<file path="src/dpr_pkg.sv">
// shared constants and types of the dual channel power removal block
// Contract
// both channels OFF enters power removal and cuts motor drive.
// in power removal with alarm mode off, safe-off monitor output is ON.
// in power removal, ready, pulse-input-ready and brake-control outputs are OFF.
// in power removal, power/alarm indicator blinks green.
// in power removal, brake stays engaged holding the shaft.
// power removal entered within 15 ms after both channels go OFF.
// safety device holds both channels OFF at least 15 ms to request removal.
// OFF pulses of 1 ms or less are ignored; partner keeps them that short.
// both channels back ON leaves removal, motor stays off until clear.
// by default a rising edge on the clear input requests re-excitation.
// on clear, monitor output OFF; ready, pulse-ready and brake-control ON.
// after re-excitation indicator is steady green and brake released.
// removal is not released while only one channel is back ON.
// partner keeps both channels ON at least 15 ms to release.
// device monitor output ON only when both channels are OFF.
// one channel OFF keeps device monitor OFF and motor non-excited.
// partner must not release while device monitor is OFF; flags failure.
// channel A OFF blocks upper gates, channel B OFF blocks lower gates.
// power-up with both channels ON excites motor, device monitor OFF.
// channels and clear input are synchronised before any use.
package dpr_pkg;
  localparam longint CLK_HZ = 40_000_000;
  localparam longint US_PER_S = 1_000_000;
  localparam longint MS_PER_S = 1_000;
  // longest ignored OFF pulse, and the qualifying filter time above it
  localparam int GLITCH_US = 1000;
  localparam int FILT_US = 2000;
  localparam int RESP_MS = 15;
  localparam int BLINK_MS = 250;
  localparam int CNT_W = 24;
  localparam int GLITCH_CYC = int'((longint'(GLITCH_US) * CLK_HZ) / US_PER_S);
  localparam int FILT_CYC_DEF = int'((longint'(FILT_US) * CLK_HZ + US_PER_S - 1) / US_PER_S);
  localparam int RESP_CYC_DEF = int'((longint'(RESP_MS) * CLK_HZ) / MS_PER_S);
  localparam int BLINK_CYC_DEF = int'((longint'(BLINK_MS) * CLK_HZ) / MS_PER_S);
  // wishbone map
  localparam int WB_AW = 4;
  localparam logic [WB_AW-1:0] ADR_CTRL = 4'h0;
  localparam logic [WB_AW-1:0] ADR_STATUS = 4'h4;
  localparam int CTRL_W = 2;
  localparam int CTRL_ALARM_BIT = 0;
  localparam int CTRL_CLR_LEVEL_BIT = 1;
  localparam logic [CTRL_W-1:0] CTRL_RST = 2'h0;
  localparam int ST_A_ON_BIT = 0;
  localparam int ST_B_ON_BIT = 1;
  localparam int ST_REMOVED_BIT = 2;
  localparam int ST_WAIT_BIT = 3;
  localparam int ST_RUN_BIT = 4;
  localparam int ST_EDM_BIT = 5;
  localparam int ST_MON_BIT = 6;

  typedef enum logic [2:0] {
    ST_RUN = 3'b001,
    ST_REMOVED = 3'b010,
    ST_WAIT_CLR = 3'b100
  } dpr_state_e;
endpackage : dpr_pkg

</file>
<file path="src/dpr_chan_if.sv">
// carrier of conditioned channel and clear signals
`timescale 1ns/10ps
interface dpr_chan_if;
  logic a_sync;
  logic b_sync;
  logic a_on;
  logic b_on;
  logic clr_sync;
  modport filt (output a_sync, output b_sync, output a_on, output b_on, output clr_sync);
  modport ctl (input a_sync, input b_sync, input a_on, input b_on, input clr_sync);
endinterface : dpr_chan_if

</file>
<file path="src/dpr_chan_filter.sv">
// synchronisers for the two safety channels and clear, pulse filters for the channels only
`timescale 1ns/10ps
module dpr_chan_filter
  import dpr_pkg::*;
#(
  parameter int FILT_CYC = FILT_CYC_DEF
) (
  // clock and reset
  input wire logic clk_i,
  input wire logic rst_i,
  // raw pins, high = ON
  input wire logic safety_channel_a_i,
  input wire logic safety_channel_b_i,
  input wire logic safe_off_clear_in_i,
  // conditioned signals
  dpr_chan_if.filt ch
);
  // pulse rejection at the real clock rests on the default; short benches scale it down
  if (FILT_CYC < 2 || FILT_CYC >= (1 << CNT_W)) begin : g_bad_filt
    $error("FILT_CYC out of range");
  end

  typedef struct packed {
    logic a_m;
    logic a_s;
    logic b_m;
    logic b_s;
    logic c_m;
    logic c_s;
    logic a_on;
    logic b_on;
    logic [CNT_W-1:0] a_cnt;
    logic [CNT_W-1:0] b_cnt;
  } dpr_filt_s;

  dpr_filt_s filt_reg;
  dpr_filt_s filt_next;

  // new level is taken only after it held FILT_CYC cycles
  function automatic logic [CNT_W:0] dpr_step(input logic lvl, input logic on,
                                             input logic [CNT_W-1:0] cnt);
    logic [CNT_W:0] res;
    res = {on, {CNT_W{1'b0}}};
    if (lvl != on) begin
      if (cnt == CNT_W'(FILT_CYC - 1)) begin
        res = {lvl, {CNT_W{1'b0}}};
      end else begin
        res = {on, cnt + 1'b1};
      end
    end
    return res;
  endfunction : dpr_step

  always_comb begin
    filt_next = filt_reg;
    // two-stage synchronisers
    filt_next.a_m = safety_channel_a_i;
    filt_next.a_s = filt_reg.a_m;
    filt_next.b_m = safety_channel_b_i;
    filt_next.b_s = filt_reg.b_m;
    filt_next.c_m = safe_off_clear_in_i;
    filt_next.c_s = filt_reg.c_m;
    // short OFF pulses dropped
    {filt_next.a_on, filt_next.a_cnt} = dpr_step(filt_reg.a_s, filt_reg.a_on, filt_reg.a_cnt);
    {filt_next.b_on, filt_next.b_cnt} = dpr_step(filt_reg.b_s, filt_reg.b_on, filt_reg.b_cnt);
  end

  always_ff @(posedge clk_i) begin
    if (rst_i) begin
      filt_reg <= '0;
      filt_reg.a_m <= 1'b1;
      filt_reg.a_s <= 1'b1;
      filt_reg.b_m <= 1'b1;
      filt_reg.b_s <= 1'b1;
      filt_reg.a_on <= 1'b1;
      filt_reg.b_on <= 1'b1;
    end else begin
      filt_reg <= filt_next;
    end
  end

  assign ch.a_sync = filt_reg.a_s;
  assign ch.b_sync = filt_reg.b_s;
  assign ch.a_on = filt_reg.a_on;
  assign ch.b_on = filt_reg.b_on;
  assign ch.clr_sync = filt_reg.c_s;

  AST_GLITCH_HELD: assert property (@(posedge clk_i) disable iff (rst_i)
    (filt_reg.a_on && !filt_reg.a_s && filt_reg.a_cnt == '0) |=> filt_reg.a_on)
    else $error("channel A OFF taken without filtering");
endmodule : dpr_chan_filter

</file>
<file path="src/dpr_power_removal.sv">
// dual channel power removal controller with wishbone registers
`timescale 1ns/10ps
module dpr_power_removal
  import dpr_pkg::*;
#(
  parameter int FILT_CYC = FILT_CYC_DEF,
  parameter int RESP_CYC = RESP_CYC_DEF,
  parameter int BLINK_CYC = BLINK_CYC_DEF
) (
  // clock and reset
  input wire logic clk_i,
  input wire logic rst_i,
  // classic wishbone slave
  input wire logic [WB_AW-1:0] adr_i,
  input wire logic [31:0] dat_i,
  input wire logic [3:0] sel_i,
  input wire logic we_i,
  input wire logic cyc_i,
  input wire logic stb_i,
  output logic [31:0] dat_o,
  output logic ack_o,
  // safety pins, high = ON
  input wire logic safety_channel_a_i,
  input wire logic safety_channel_b_i,
  input wire logic safe_off_clear_in_i,
  // status and drive outputs
  output logic ext_device_monitor_out_o,
  output logic safe_off_monitor_out_o,
  output logic ready_o,
  output logic pulse_input_ready_out_o,
  output logic brake_control_out_o,
  output logic power_alarm_indicator_o,
  output logic upper_gate_en_o,
  output logic lower_gate_en_o,
  output logic motor_excited_o
);
  if (RESP_CYC <= FILT_CYC + 4 || RESP_CYC >= (1 << CNT_W)) begin : g_bad_resp
    $error("RESP_CYC cannot be met by the filter");
  end
  if (BLINK_CYC < 2 || BLINK_CYC >= (1 << CNT_W)) begin : g_bad_blink
    $error("BLINK_CYC out of range");
  end

  typedef struct packed {
    dpr_state_e st;
    logic [CTRL_W-1:0] ctrl;
    logic ack;
    logic [31:0] rdat;
    logic clr_prev;
    logic [CNT_W-1:0] blink_cnt;
    logic blink;
    logic [CNT_W-1:0] resp_cnt;
    logic mon;
    logic ext_device_monitor_out;
    logic rdy;
    logic brk;
    logic led;
    logic gate_u;
    logic gate_l;
  } dpr_top_s;

  dpr_top_s top_reg;
  dpr_top_s top_next;
  logic both_off;
  logic both_on;
  logic one_off;
  logic clr_req;
  logic wb_req;
  logic [31:0] status_word;

  dpr_chan_if ch ();

  dpr_chan_filter #(
    .FILT_CYC(FILT_CYC)
  ) u_filter (
    .clk_i(clk_i),
    .rst_i(rst_i),
    .safety_channel_a_i(safety_channel_a_i),
    .safety_channel_b_i(safety_channel_b_i),
    .safe_off_clear_in_i(safe_off_clear_in_i),
    .ch(ch.filt)
  );

  always_comb begin
    both_off = !ch.a_on && !ch.b_on;
    both_on = ch.a_on && ch.b_on;
    one_off = ch.a_on ^ ch.b_on;
    // edge by default, level when selected
    if (top_reg.ctrl[CTRL_CLR_LEVEL_BIT]) begin
      clr_req = ch.clr_sync;
    end else begin
      clr_req = ch.clr_sync && !top_reg.clr_prev;
    end
    wb_req = cyc_i && stb_i && !top_reg.ack;
    status_word = '0;
    status_word[ST_A_ON_BIT] = ch.a_on;
    status_word[ST_B_ON_BIT] = ch.b_on;
    status_word[ST_REMOVED_BIT] = top_reg.st == ST_REMOVED;
    status_word[ST_WAIT_BIT] = top_reg.st == ST_WAIT_CLR;
    status_word[ST_RUN_BIT] = top_reg.st == ST_RUN;
    status_word[ST_EDM_BIT] = top_reg.ext_device_monitor_out;
    status_word[ST_MON_BIT] = top_reg.mon;
  end

  always_comb begin
    top_next = top_reg;
    top_next.clr_prev = ch.clr_sync;
    unique case (top_reg.st)
      ST_RUN: begin
        // both OFF enters removal
        if (both_off) begin
          top_next.st = ST_REMOVED;
        end
      end
      ST_REMOVED: begin
        // one channel alone never releases
        if (both_on) begin
          top_next.st = ST_WAIT_CLR;
        end
      end
      ST_WAIT_CLR: begin
        // stays non-excited until clear
        if (both_off) begin
          top_next.st = ST_REMOVED;
        end else if (both_on && clr_req) begin
          top_next.st = ST_RUN;
        end
      end
      default: begin
        // corrupted code falls to the safe state
        top_next.st = ST_REMOVED;
      end
    endcase

    // outputs only in run with both ON
    // ready group back on after clear
    top_next.rdy = top_reg.st == ST_RUN && both_on;
    // brake held unless running
    // brake released once running
    top_next.brk = top_reg.st == ST_RUN && both_on;
    // each channel blocks its own arm
    // one channel OFF cuts its arm
    top_next.gate_u = top_reg.st == ST_RUN && ch.a_on;
    top_next.gate_l = top_reg.st == ST_RUN && ch.b_on;
    // monitor only without alarm mode
    top_next.mon = top_reg.st != ST_RUN && !top_reg.ctrl[CTRL_ALARM_BIT];
    // device monitor on both OFF only
    top_next.ext_device_monitor_out = both_off;

    // blink while not running
    if (top_reg.blink_cnt == CNT_W'(BLINK_CYC - 1)) begin
      top_next.blink_cnt = '0;
      top_next.blink = !top_reg.blink;
    end else begin
      top_next.blink_cnt = top_reg.blink_cnt + 1'b1;
    end
    // steady green in run
    top_next.led = (top_reg.st == ST_RUN) ? 1'b1 : top_reg.blink;

    // response-time watch on synchronised pins
    if (!ch.a_sync && !ch.b_sync) begin
      if (top_reg.resp_cnt != CNT_W'(RESP_CYC)) begin
        top_next.resp_cnt = top_reg.resp_cnt + 1'b1;
      end
    end else begin
      top_next.resp_cnt = '0;
    end

    // one wait state; write lands on the ack edge
    top_next.ack = wb_req;
    if (wb_req) begin
      unique case (adr_i)
        ADR_CTRL: top_next.rdat = {{(32-CTRL_W){1'b0}}, top_reg.ctrl};
        ADR_STATUS: top_next.rdat = status_word;
        default: top_next.rdat = '0;
      endcase
    end
    if (top_reg.ack && cyc_i && stb_i && we_i && adr_i == ADR_CTRL && sel_i[0]) begin
      top_next.ctrl = dat_i[CTRL_W-1:0];
    end
  end

  always_ff @(posedge clk_i) begin
    if (rst_i) begin
      top_reg <= '0;
      // start excited; filter starts at both ON
      top_reg.st <= ST_RUN;
      top_reg.ctrl <= CTRL_RST;
    end else begin
      top_reg <= top_next;
    end
  end

  assign dat_o = top_reg.rdat;
  assign ack_o = top_reg.ack;
  assign ext_device_monitor_out_o = top_reg.ext_device_monitor_out;
  assign safe_off_monitor_out_o = top_reg.mon;
  assign ready_o = top_reg.rdy;
  assign pulse_input_ready_out_o = top_reg.rdy;
  assign brake_control_out_o = top_reg.brk;
  assign power_alarm_indicator_o = top_reg.led;
  assign upper_gate_en_o = top_reg.gate_u;
  assign lower_gate_en_o = top_reg.gate_l;
  assign motor_excited_o = top_reg.gate_u && top_reg.gate_l;

  AST_ENTER_REMOVAL: assert property (@(posedge clk_i) disable iff (rst_i)
    both_off |-> ##2 (!upper_gate_en_o && !lower_gate_en_o && !motor_excited_o))
    else $error("drive not cut after both channels OFF");

  AST_MON_ON: assert property (@(posedge clk_i) disable iff (rst_i)
    (top_reg.st == ST_REMOVED && !top_reg.ctrl[CTRL_ALARM_BIT]) |=> safe_off_monitor_out_o)
    else $error("safe-off monitor not ON in removal");

  AST_READY_OFF: assert property (@(posedge clk_i) disable iff (rst_i)
    (top_reg.st != ST_RUN) |=> (!ready_o && !pulse_input_ready_out_o))
    else $error("ready outputs ON outside run");

  AST_BLINK: assert property (@(posedge clk_i) disable iff (rst_i)
    // entry cycle skipped: the indicator still shows the run level there
    (top_reg.st == ST_REMOVED && $past(top_reg.st) == ST_REMOVED && $changed(top_reg.blink))
    |=> $changed(power_alarm_indicator_o))
    else $error("indicator not following blink");

  AST_BRAKE_HOLD: assert property (@(posedge clk_i) disable iff (rst_i)
    (top_reg.st != ST_RUN) |=> !brake_control_out_o)
    else $error("brake released outside run");

  AST_RESP_TIME: assert property (@(posedge clk_i) disable iff (rst_i)
    (top_reg.resp_cnt == CNT_W'(RESP_CYC)) |-> (top_reg.st != ST_RUN && !motor_excited_o))
    else $error("removal not entered within response time");

  AST_WAIT_CLEAR: assert property (@(posedge clk_i) disable iff (rst_i)
    (top_reg.st == ST_REMOVED && both_on) |=> (top_reg.st == ST_WAIT_CLR) ##1 !ready_o)
    else $error("release did not wait for clear");

  AST_CLR_EDGE: assert property (@(posedge clk_i) disable iff (rst_i)
    (top_reg.st == ST_WAIT_CLR && both_on && !top_reg.ctrl[CTRL_CLR_LEVEL_BIT]
     && ch.clr_sync && !$past(ch.clr_sync)) |=> (top_reg.st == ST_RUN))
    else $error("clear edge not honoured");

  AST_REEXCITE: assert property (@(posedge clk_i) disable iff (rst_i)
    ($rose(top_reg.st == ST_RUN) && both_on) |=> (ready_o && brake_control_out_o
                                                   && !safe_off_monitor_out_o))
    else $error("outputs wrong after re-excitation");

  AST_STEADY_LED: assert property (@(posedge clk_i) disable iff (rst_i)
    (top_reg.st == ST_RUN) [*2] |=> power_alarm_indicator_o)
    else $error("indicator not steady in run");

  AST_ONE_CHANNEL: assert property (@(posedge clk_i) disable iff (rst_i)
    (top_reg.st == ST_REMOVED && one_off) |=> (top_reg.st == ST_REMOVED))
    else $error("removal released by one channel");

  AST_EDM_BOTH: assert property (@(posedge clk_i) disable iff (rst_i)
    ext_device_monitor_out_o |-> $past(both_off))
    else $error("device monitor ON without both OFF");

  AST_EDM_ONE: assert property (@(posedge clk_i) disable iff (rst_i)
    one_off |=> (!ext_device_monitor_out_o && !motor_excited_o))
    else $error("one channel OFF mishandled");

  AST_GATE_SPLIT: assert property (@(posedge clk_i) disable iff (rst_i)
    (!ch.a_on |=> !upper_gate_en_o) and (!ch.b_on |=> !lower_gate_en_o))
    else $error("arm gate not blocked by its channel");

  AST_PWRUP: assert property (@(posedge clk_i) disable iff (rst_i)
    $fell(rst_i) |-> (top_reg.st == ST_RUN && !ext_device_monitor_out_o))
    else $error("not excited at power-up");

  AST_GATES_BACK: assert property (@(posedge clk_i) disable iff (rst_i)
    ($rose(top_reg.st == ST_RUN) && both_on)
    |=> (upper_gate_en_o && lower_gate_en_o && pulse_input_ready_out_o))
    else $error("drive not restored after clear");

  AST_MON_OFF_RUN: assert property (@(posedge clk_i) disable iff (rst_i)
    (top_reg.st == ST_RUN) |=> !safe_off_monitor_out_o)
    else $error("safe-off monitor ON in run");

  AST_BRAKE_FREE: assert property (@(posedge clk_i) disable iff (rst_i)
    (top_reg.st == ST_RUN && both_on) |=> brake_control_out_o)
    else $error("brake not released in run");

  AST_ALARM_QUIET: assert property (@(posedge clk_i) disable iff (rst_i)
    top_reg.ctrl[CTRL_ALARM_BIT] |=> !safe_off_monitor_out_o)
    else $error("safe-off monitor ON in alarm mode");

  AST_EDM_SET: assert property (@(posedge clk_i) disable iff (rst_i)
    both_off |=> ext_device_monitor_out_o)
    else $error("device monitor OFF with both channels OFF");

  AST_GATE_RUN: assert property (@(posedge clk_i) disable iff (rst_i)
    (top_reg.st != ST_RUN) |=> (!upper_gate_en_o && !lower_gate_en_o))
    else $error("gate drive ON outside run");

  AST_REMOVE_STATE: assert property (@(posedge clk_i) disable iff (rst_i)
    (top_reg.st == ST_RUN && both_off) |=> (top_reg.st == ST_REMOVED))
    else $error("removal not entered on both channels OFF");

  AST_ONE_RUN: assert property (@(posedge clk_i) disable iff (rst_i)
    (top_reg.st == ST_RUN && one_off) |=> (top_reg.st == ST_RUN && !ready_o))
    else $error("one channel OFF changed state or kept ready");

  AST_NO_CLR_STAY: assert property (@(posedge clk_i) disable iff (rst_i)
    (top_reg.st == ST_WAIT_CLR && !ch.clr_sync) |=> (top_reg.st != ST_RUN))
    else $error("run entered without clear");

  AST_GATE_ON: assert property (@(posedge clk_i) disable iff (rst_i)
    (top_reg.st == ST_RUN && ch.a_on) |=> upper_gate_en_o)
    else $error("upper arm blocked with its channel ON");
endmodule : dpr_power_removal
</file>
<file path="config.mk">
export PLATFORM = sky130hd
export DESIGN_NAME = dpr_power_removal
export DESIGN_NICKNAME = d
export VERILOG_FILES = /design/src/dpr_pkg.sv /design/src/dpr_chan_if.sv /design/src/dpr_chan_filter.sv /design/src/dpr_power_removal.sv
export SDC_FILE = /design/constraint.sdc
export NUM_CORES = 1
export LEC_CHECK = 0
export ABC_AREA = 1
export BUFFER_PORTS_ARGS = -buffer_cell sky130_fd_sc_hd__buf_2
export CAP_MARGIN = 20
export CORE_UTILIZATION = 40
export DETAILED_ROUTE_END_ITERATION = 7
export MAX_ROUTING_LAYER = met4
export SLEW_MARGIN = 25
export SYNTH_ARGS = -nofsm -noshare
export SYNTH_HDL_FRONTEND = slang
export SYNTH_SLANG_ARGS = --single-unit
</file>
<file path="constraint.sdc">
create_clock -name clk_i -period 1.8 [get_ports clk_i]
set_clock_uncertainty 0.2 [all_clocks]
set_input_delay 0.18 -clock clk_i [delete_from_list [all_inputs] [get_ports clk_i]]
set_output_delay 0.18 -clock clk_i [all_outputs]
set_load 0.05 [all_outputs]
</file>
==> impl_summary.md <==
Drt
In this run, the number of DRC markers left after iteration 0 of detailed routing was 246. In the final routed layout, each cell accounts on average for 10.97 um. The via density per instance is 4.622. The routed layout has 4,525 vias. The number of detailed-routing iterations run before antenna repair is 7. After detailed routing, the total wire length is 10,740 um. The detail route stage leaves a number of antenna-violating nets equal to 0.

The number of design rule violations left after detail routing is 0.

Timing
Setup repair after global routing left no endpoint under its margin. Setup violations remaining at the end of the flow were counted as 0. The post-route clock period utilization is 0.9254. The fmax is 0.6004 GHz. The shortest period the worst path allows is 1666 ps. The count of endpoints failing hold in the final timing report came to 0. The total negative slack is 0 ps. Across all hold checks on the routed design, the worst slack comes to 23.15 ps. The count of final max-slew check failures is 0.

Clock network
The number of clock buffers inserted by TritonCTS is 9. The clock reaches the later pin of the worst-skew pair after 350 ps. The clock transition time at the flip-flop clock pins of the worst setup and hold paths is 70 ps. The maximum clock insertion buffer count is 2. The clock tree from TritonCTS is done.

For this design, the sink count on the clock tree is 101. The maximum level of the CTS H-tree is 3. The tree is rooted in a sky130_fd_sc_hd__clkbuf_16.

Layout
The number of fillers in the final layout is 1,303. The number of antenna cells inserted is 0. The register with the most flip-flops in the layout has 48 of them.

The area growth from synthesis to layout is 12.47%. The final cell count without fillers is 979. The net total in the final layout is 853.

The most frequent standard cell in the layout excluding fill and tap cells is sky130_fd_sc_hd__nand2_1. The area of the multi-input gates is 0.002749 mm2. The sequential cells in the finished layout cover a total of 0.002023 mm2. In the final layout, the share of cells above drive strength 1 is 0.1400. Leaving out fill and tap cells, the most frequent cells in the layout are sky130_fd_sc_hd__nand2_1 (171), sky130_fd_sc_hd__nor2_1 (156), sky130_fd_sc_hd__dfxtp_1 (100).

Global route
The global-route wire length before repair is 18,150 um. Entering global routing, the biggest net connects 25 pins. In the global route stage, overall resource usage came out at 0.1741. The global-route congestion overflow total is 0. The via count of the first global-routing pass is 4,074.

The number of antenna violations at the first check in global routing was 0.

Setup path
The maximum fanout along the worst path is 23. The category of the most critical setup path is register to register. The capturing element type of the critical path is a register. Together, buffers and inverters on the worst path number 1. On the worst path, the slowest cell contributes a delay of 390 ps. The length in cells of the worst reg-to-reg path is 7.

The worst-path cell with the longest stage delay is sky130_fd_sc_hd__dfxtp_1. The critical path goes through ha_2, nand3_4, nor2_4, nand3_1, nand2_2, buf_12, nor2_1. At the worst endpoint, the arrival time is 1710 ps. The sort of element at the start of the critical path is a register. The kind of cell with the highest combined delay along the critical path is simple AND/OR/NAND/NOR gates.

Data on the critical path is required at its endpoint by 1840 ps. The number of stages on the worst setup path is 7.

Pwr
The maximum vdd drop is 0.6887 mV. The analysis attributes to cell leakage a power of 2.101 nW. The power consumption is 5.430 mW.

The power per standard cell area is 914.5 mW/mm2.

Placement
The global placer's final weighted congestion is 0.9220. Including well taps, the total number of placed cells is 955. The number of I/O port buffers is 31. After legalization and detailed placement, the total HPWL measured 8029 um.

Hold path
The worst min-delay path category is input port to register. The worst hold path was traced through 4 stages.

Die
The vertical extent of the die is 116.9 um. The area enclosed by the die boundary is 0.01366 mm2. The area inside the core boundary is 0.01272 mm2.

For this design the top-level I/O count stands at 90. The initial cell density of the core is 0.4149. The number of rows created at floorplan is 41. The overall die width is 116.9 um.

Outcome
The run finished with clean final reports.

Yosys
In the synthesized netlist, the number of instances is 761. The sequential-to-total area share from yosys stat is 0.3830. Yosys printed 0 warnings.

After synthesis the netlist holds a flip-flop and latch count of 101. The number of distinct standard cells referenced by the synthesized netlist is 36. The cell area after technology mapping is 0.005279 mm2. After synthesis, the mean cell area works out to 6.937 um2.

Run
Max-cap violations in this run came to 0.
[Yosys cell counts (all sizes together)]
master	count	area [um2]
nand3	54	302.8
dfxtp	101	2022
nand3b	6	45.04
o21a	1	7.510
nand4	6	37.54
o21bai	2	15.01
o211a	1	10.01
o211ai	2	15.01
buf	41	336.6
o21ai	15	75.07
xnor2	20	175.2
inv	75	281.5
conb	1	3.750
nor3	6	30.03
and2	3	18.77
nor2	182	792.0
or2	11	68.82
a21oi	34	170.2
nand2	181	709.4
ha	3	37.54
xor2	13	113.9
clkbuf	3	11.26
[cells by family (layout without fill, tap and decap cells)]
| kind of cell | after synthesis | after routing | share of synthesized area |
|---|---|---|---|
| buffers and inverters | 119 | 141 | 0.1192 |
| adders and majority gates | 3 | 3 | 0.007111 |
| AOI/OAI and AO/OA | 55 | 55 | 0.05546 |
| DFF | 101 | 101 | 0.3830 |
| other | 1 | 25 | 0.0007104 |
| and+or+nand+nor | 449 | 449 | 0.3797 |
| xor gates and xnor gates | 33 | 33 | 0.05475 |
[repair_timing]
item,CTS,global route
setup buffers,0,2
setup endpoints to repair,0,72
endpoints found under the hold margin,10,0
resized for setup,0,10
hold buffers,6,0
[report_power, final]
| group | switching (mW) | total [mW] | internal [mW] |
|---|---|---|---|
| clock | 0.907 | 2.15 | 1.24 |
| sequential | 0.0541 | 2.40 | 2.34 |
| combinational | 0.693 | 0.884 | 0.191 |
| total | 1.65 | 5.43 | 3.78 |
[cell type report]
class	count	share of cell area
clock buffer	9	0.03793
clock inverter	7	0.01770
multi-input combinational	565	0.4630
timing repair buffer	50	0.05690
sequential	101	0.3408
tap	172	0.03625
inverter	75	0.04742
[tightest hold or removal path, cell delays in order]
cell                      delay [ps]
sky130_fd_sc_hd__buf_2            90
sky130_fd_sc_hd__nor2_1           80
sky130_fd_sc_hd__a21oi_1         140
sky130_fd_sc_hd__nor2_1           50
[worst paths after layout]
kind	end	slack [ps]	startpoint
setup reg to reg	u_filter.filt_reg[9]	130	u_filter.filt_reg[0]
hold / removal	top_reg[90]	20	adr_i[2]
hold reg to reg	u_filter.ch.clr_sync	210	u_filter.filt_next[50]
setup / recovery	u_filter.filt_reg[9]	130	u_filter.filt_reg[0]
[per-layer routing]
layer	vias up	share of wire	global-route usage
li1	2375	-	-
met1	2034	0.46	0.2081
met2	98	0.48	0.2828
met3	18	0.043	0.04840
met4	0	0.015	0.05738
met5	-	0	-
[through the flow]
stage | utilization | area, um2 | setup WS, ps
finish | 0.4667 | 5937 | 134.3
global route | 0.4667 | 5937 | 14.28
CTS | 0.4629 | 5889 | 30.69
detailed placement | 0.4322 | 5499 | 38.21
global placement | 0.4322 | 5499 | 100.5
floorplan | - | 5369 | 185.7
(Power assumes the default switching activity.)
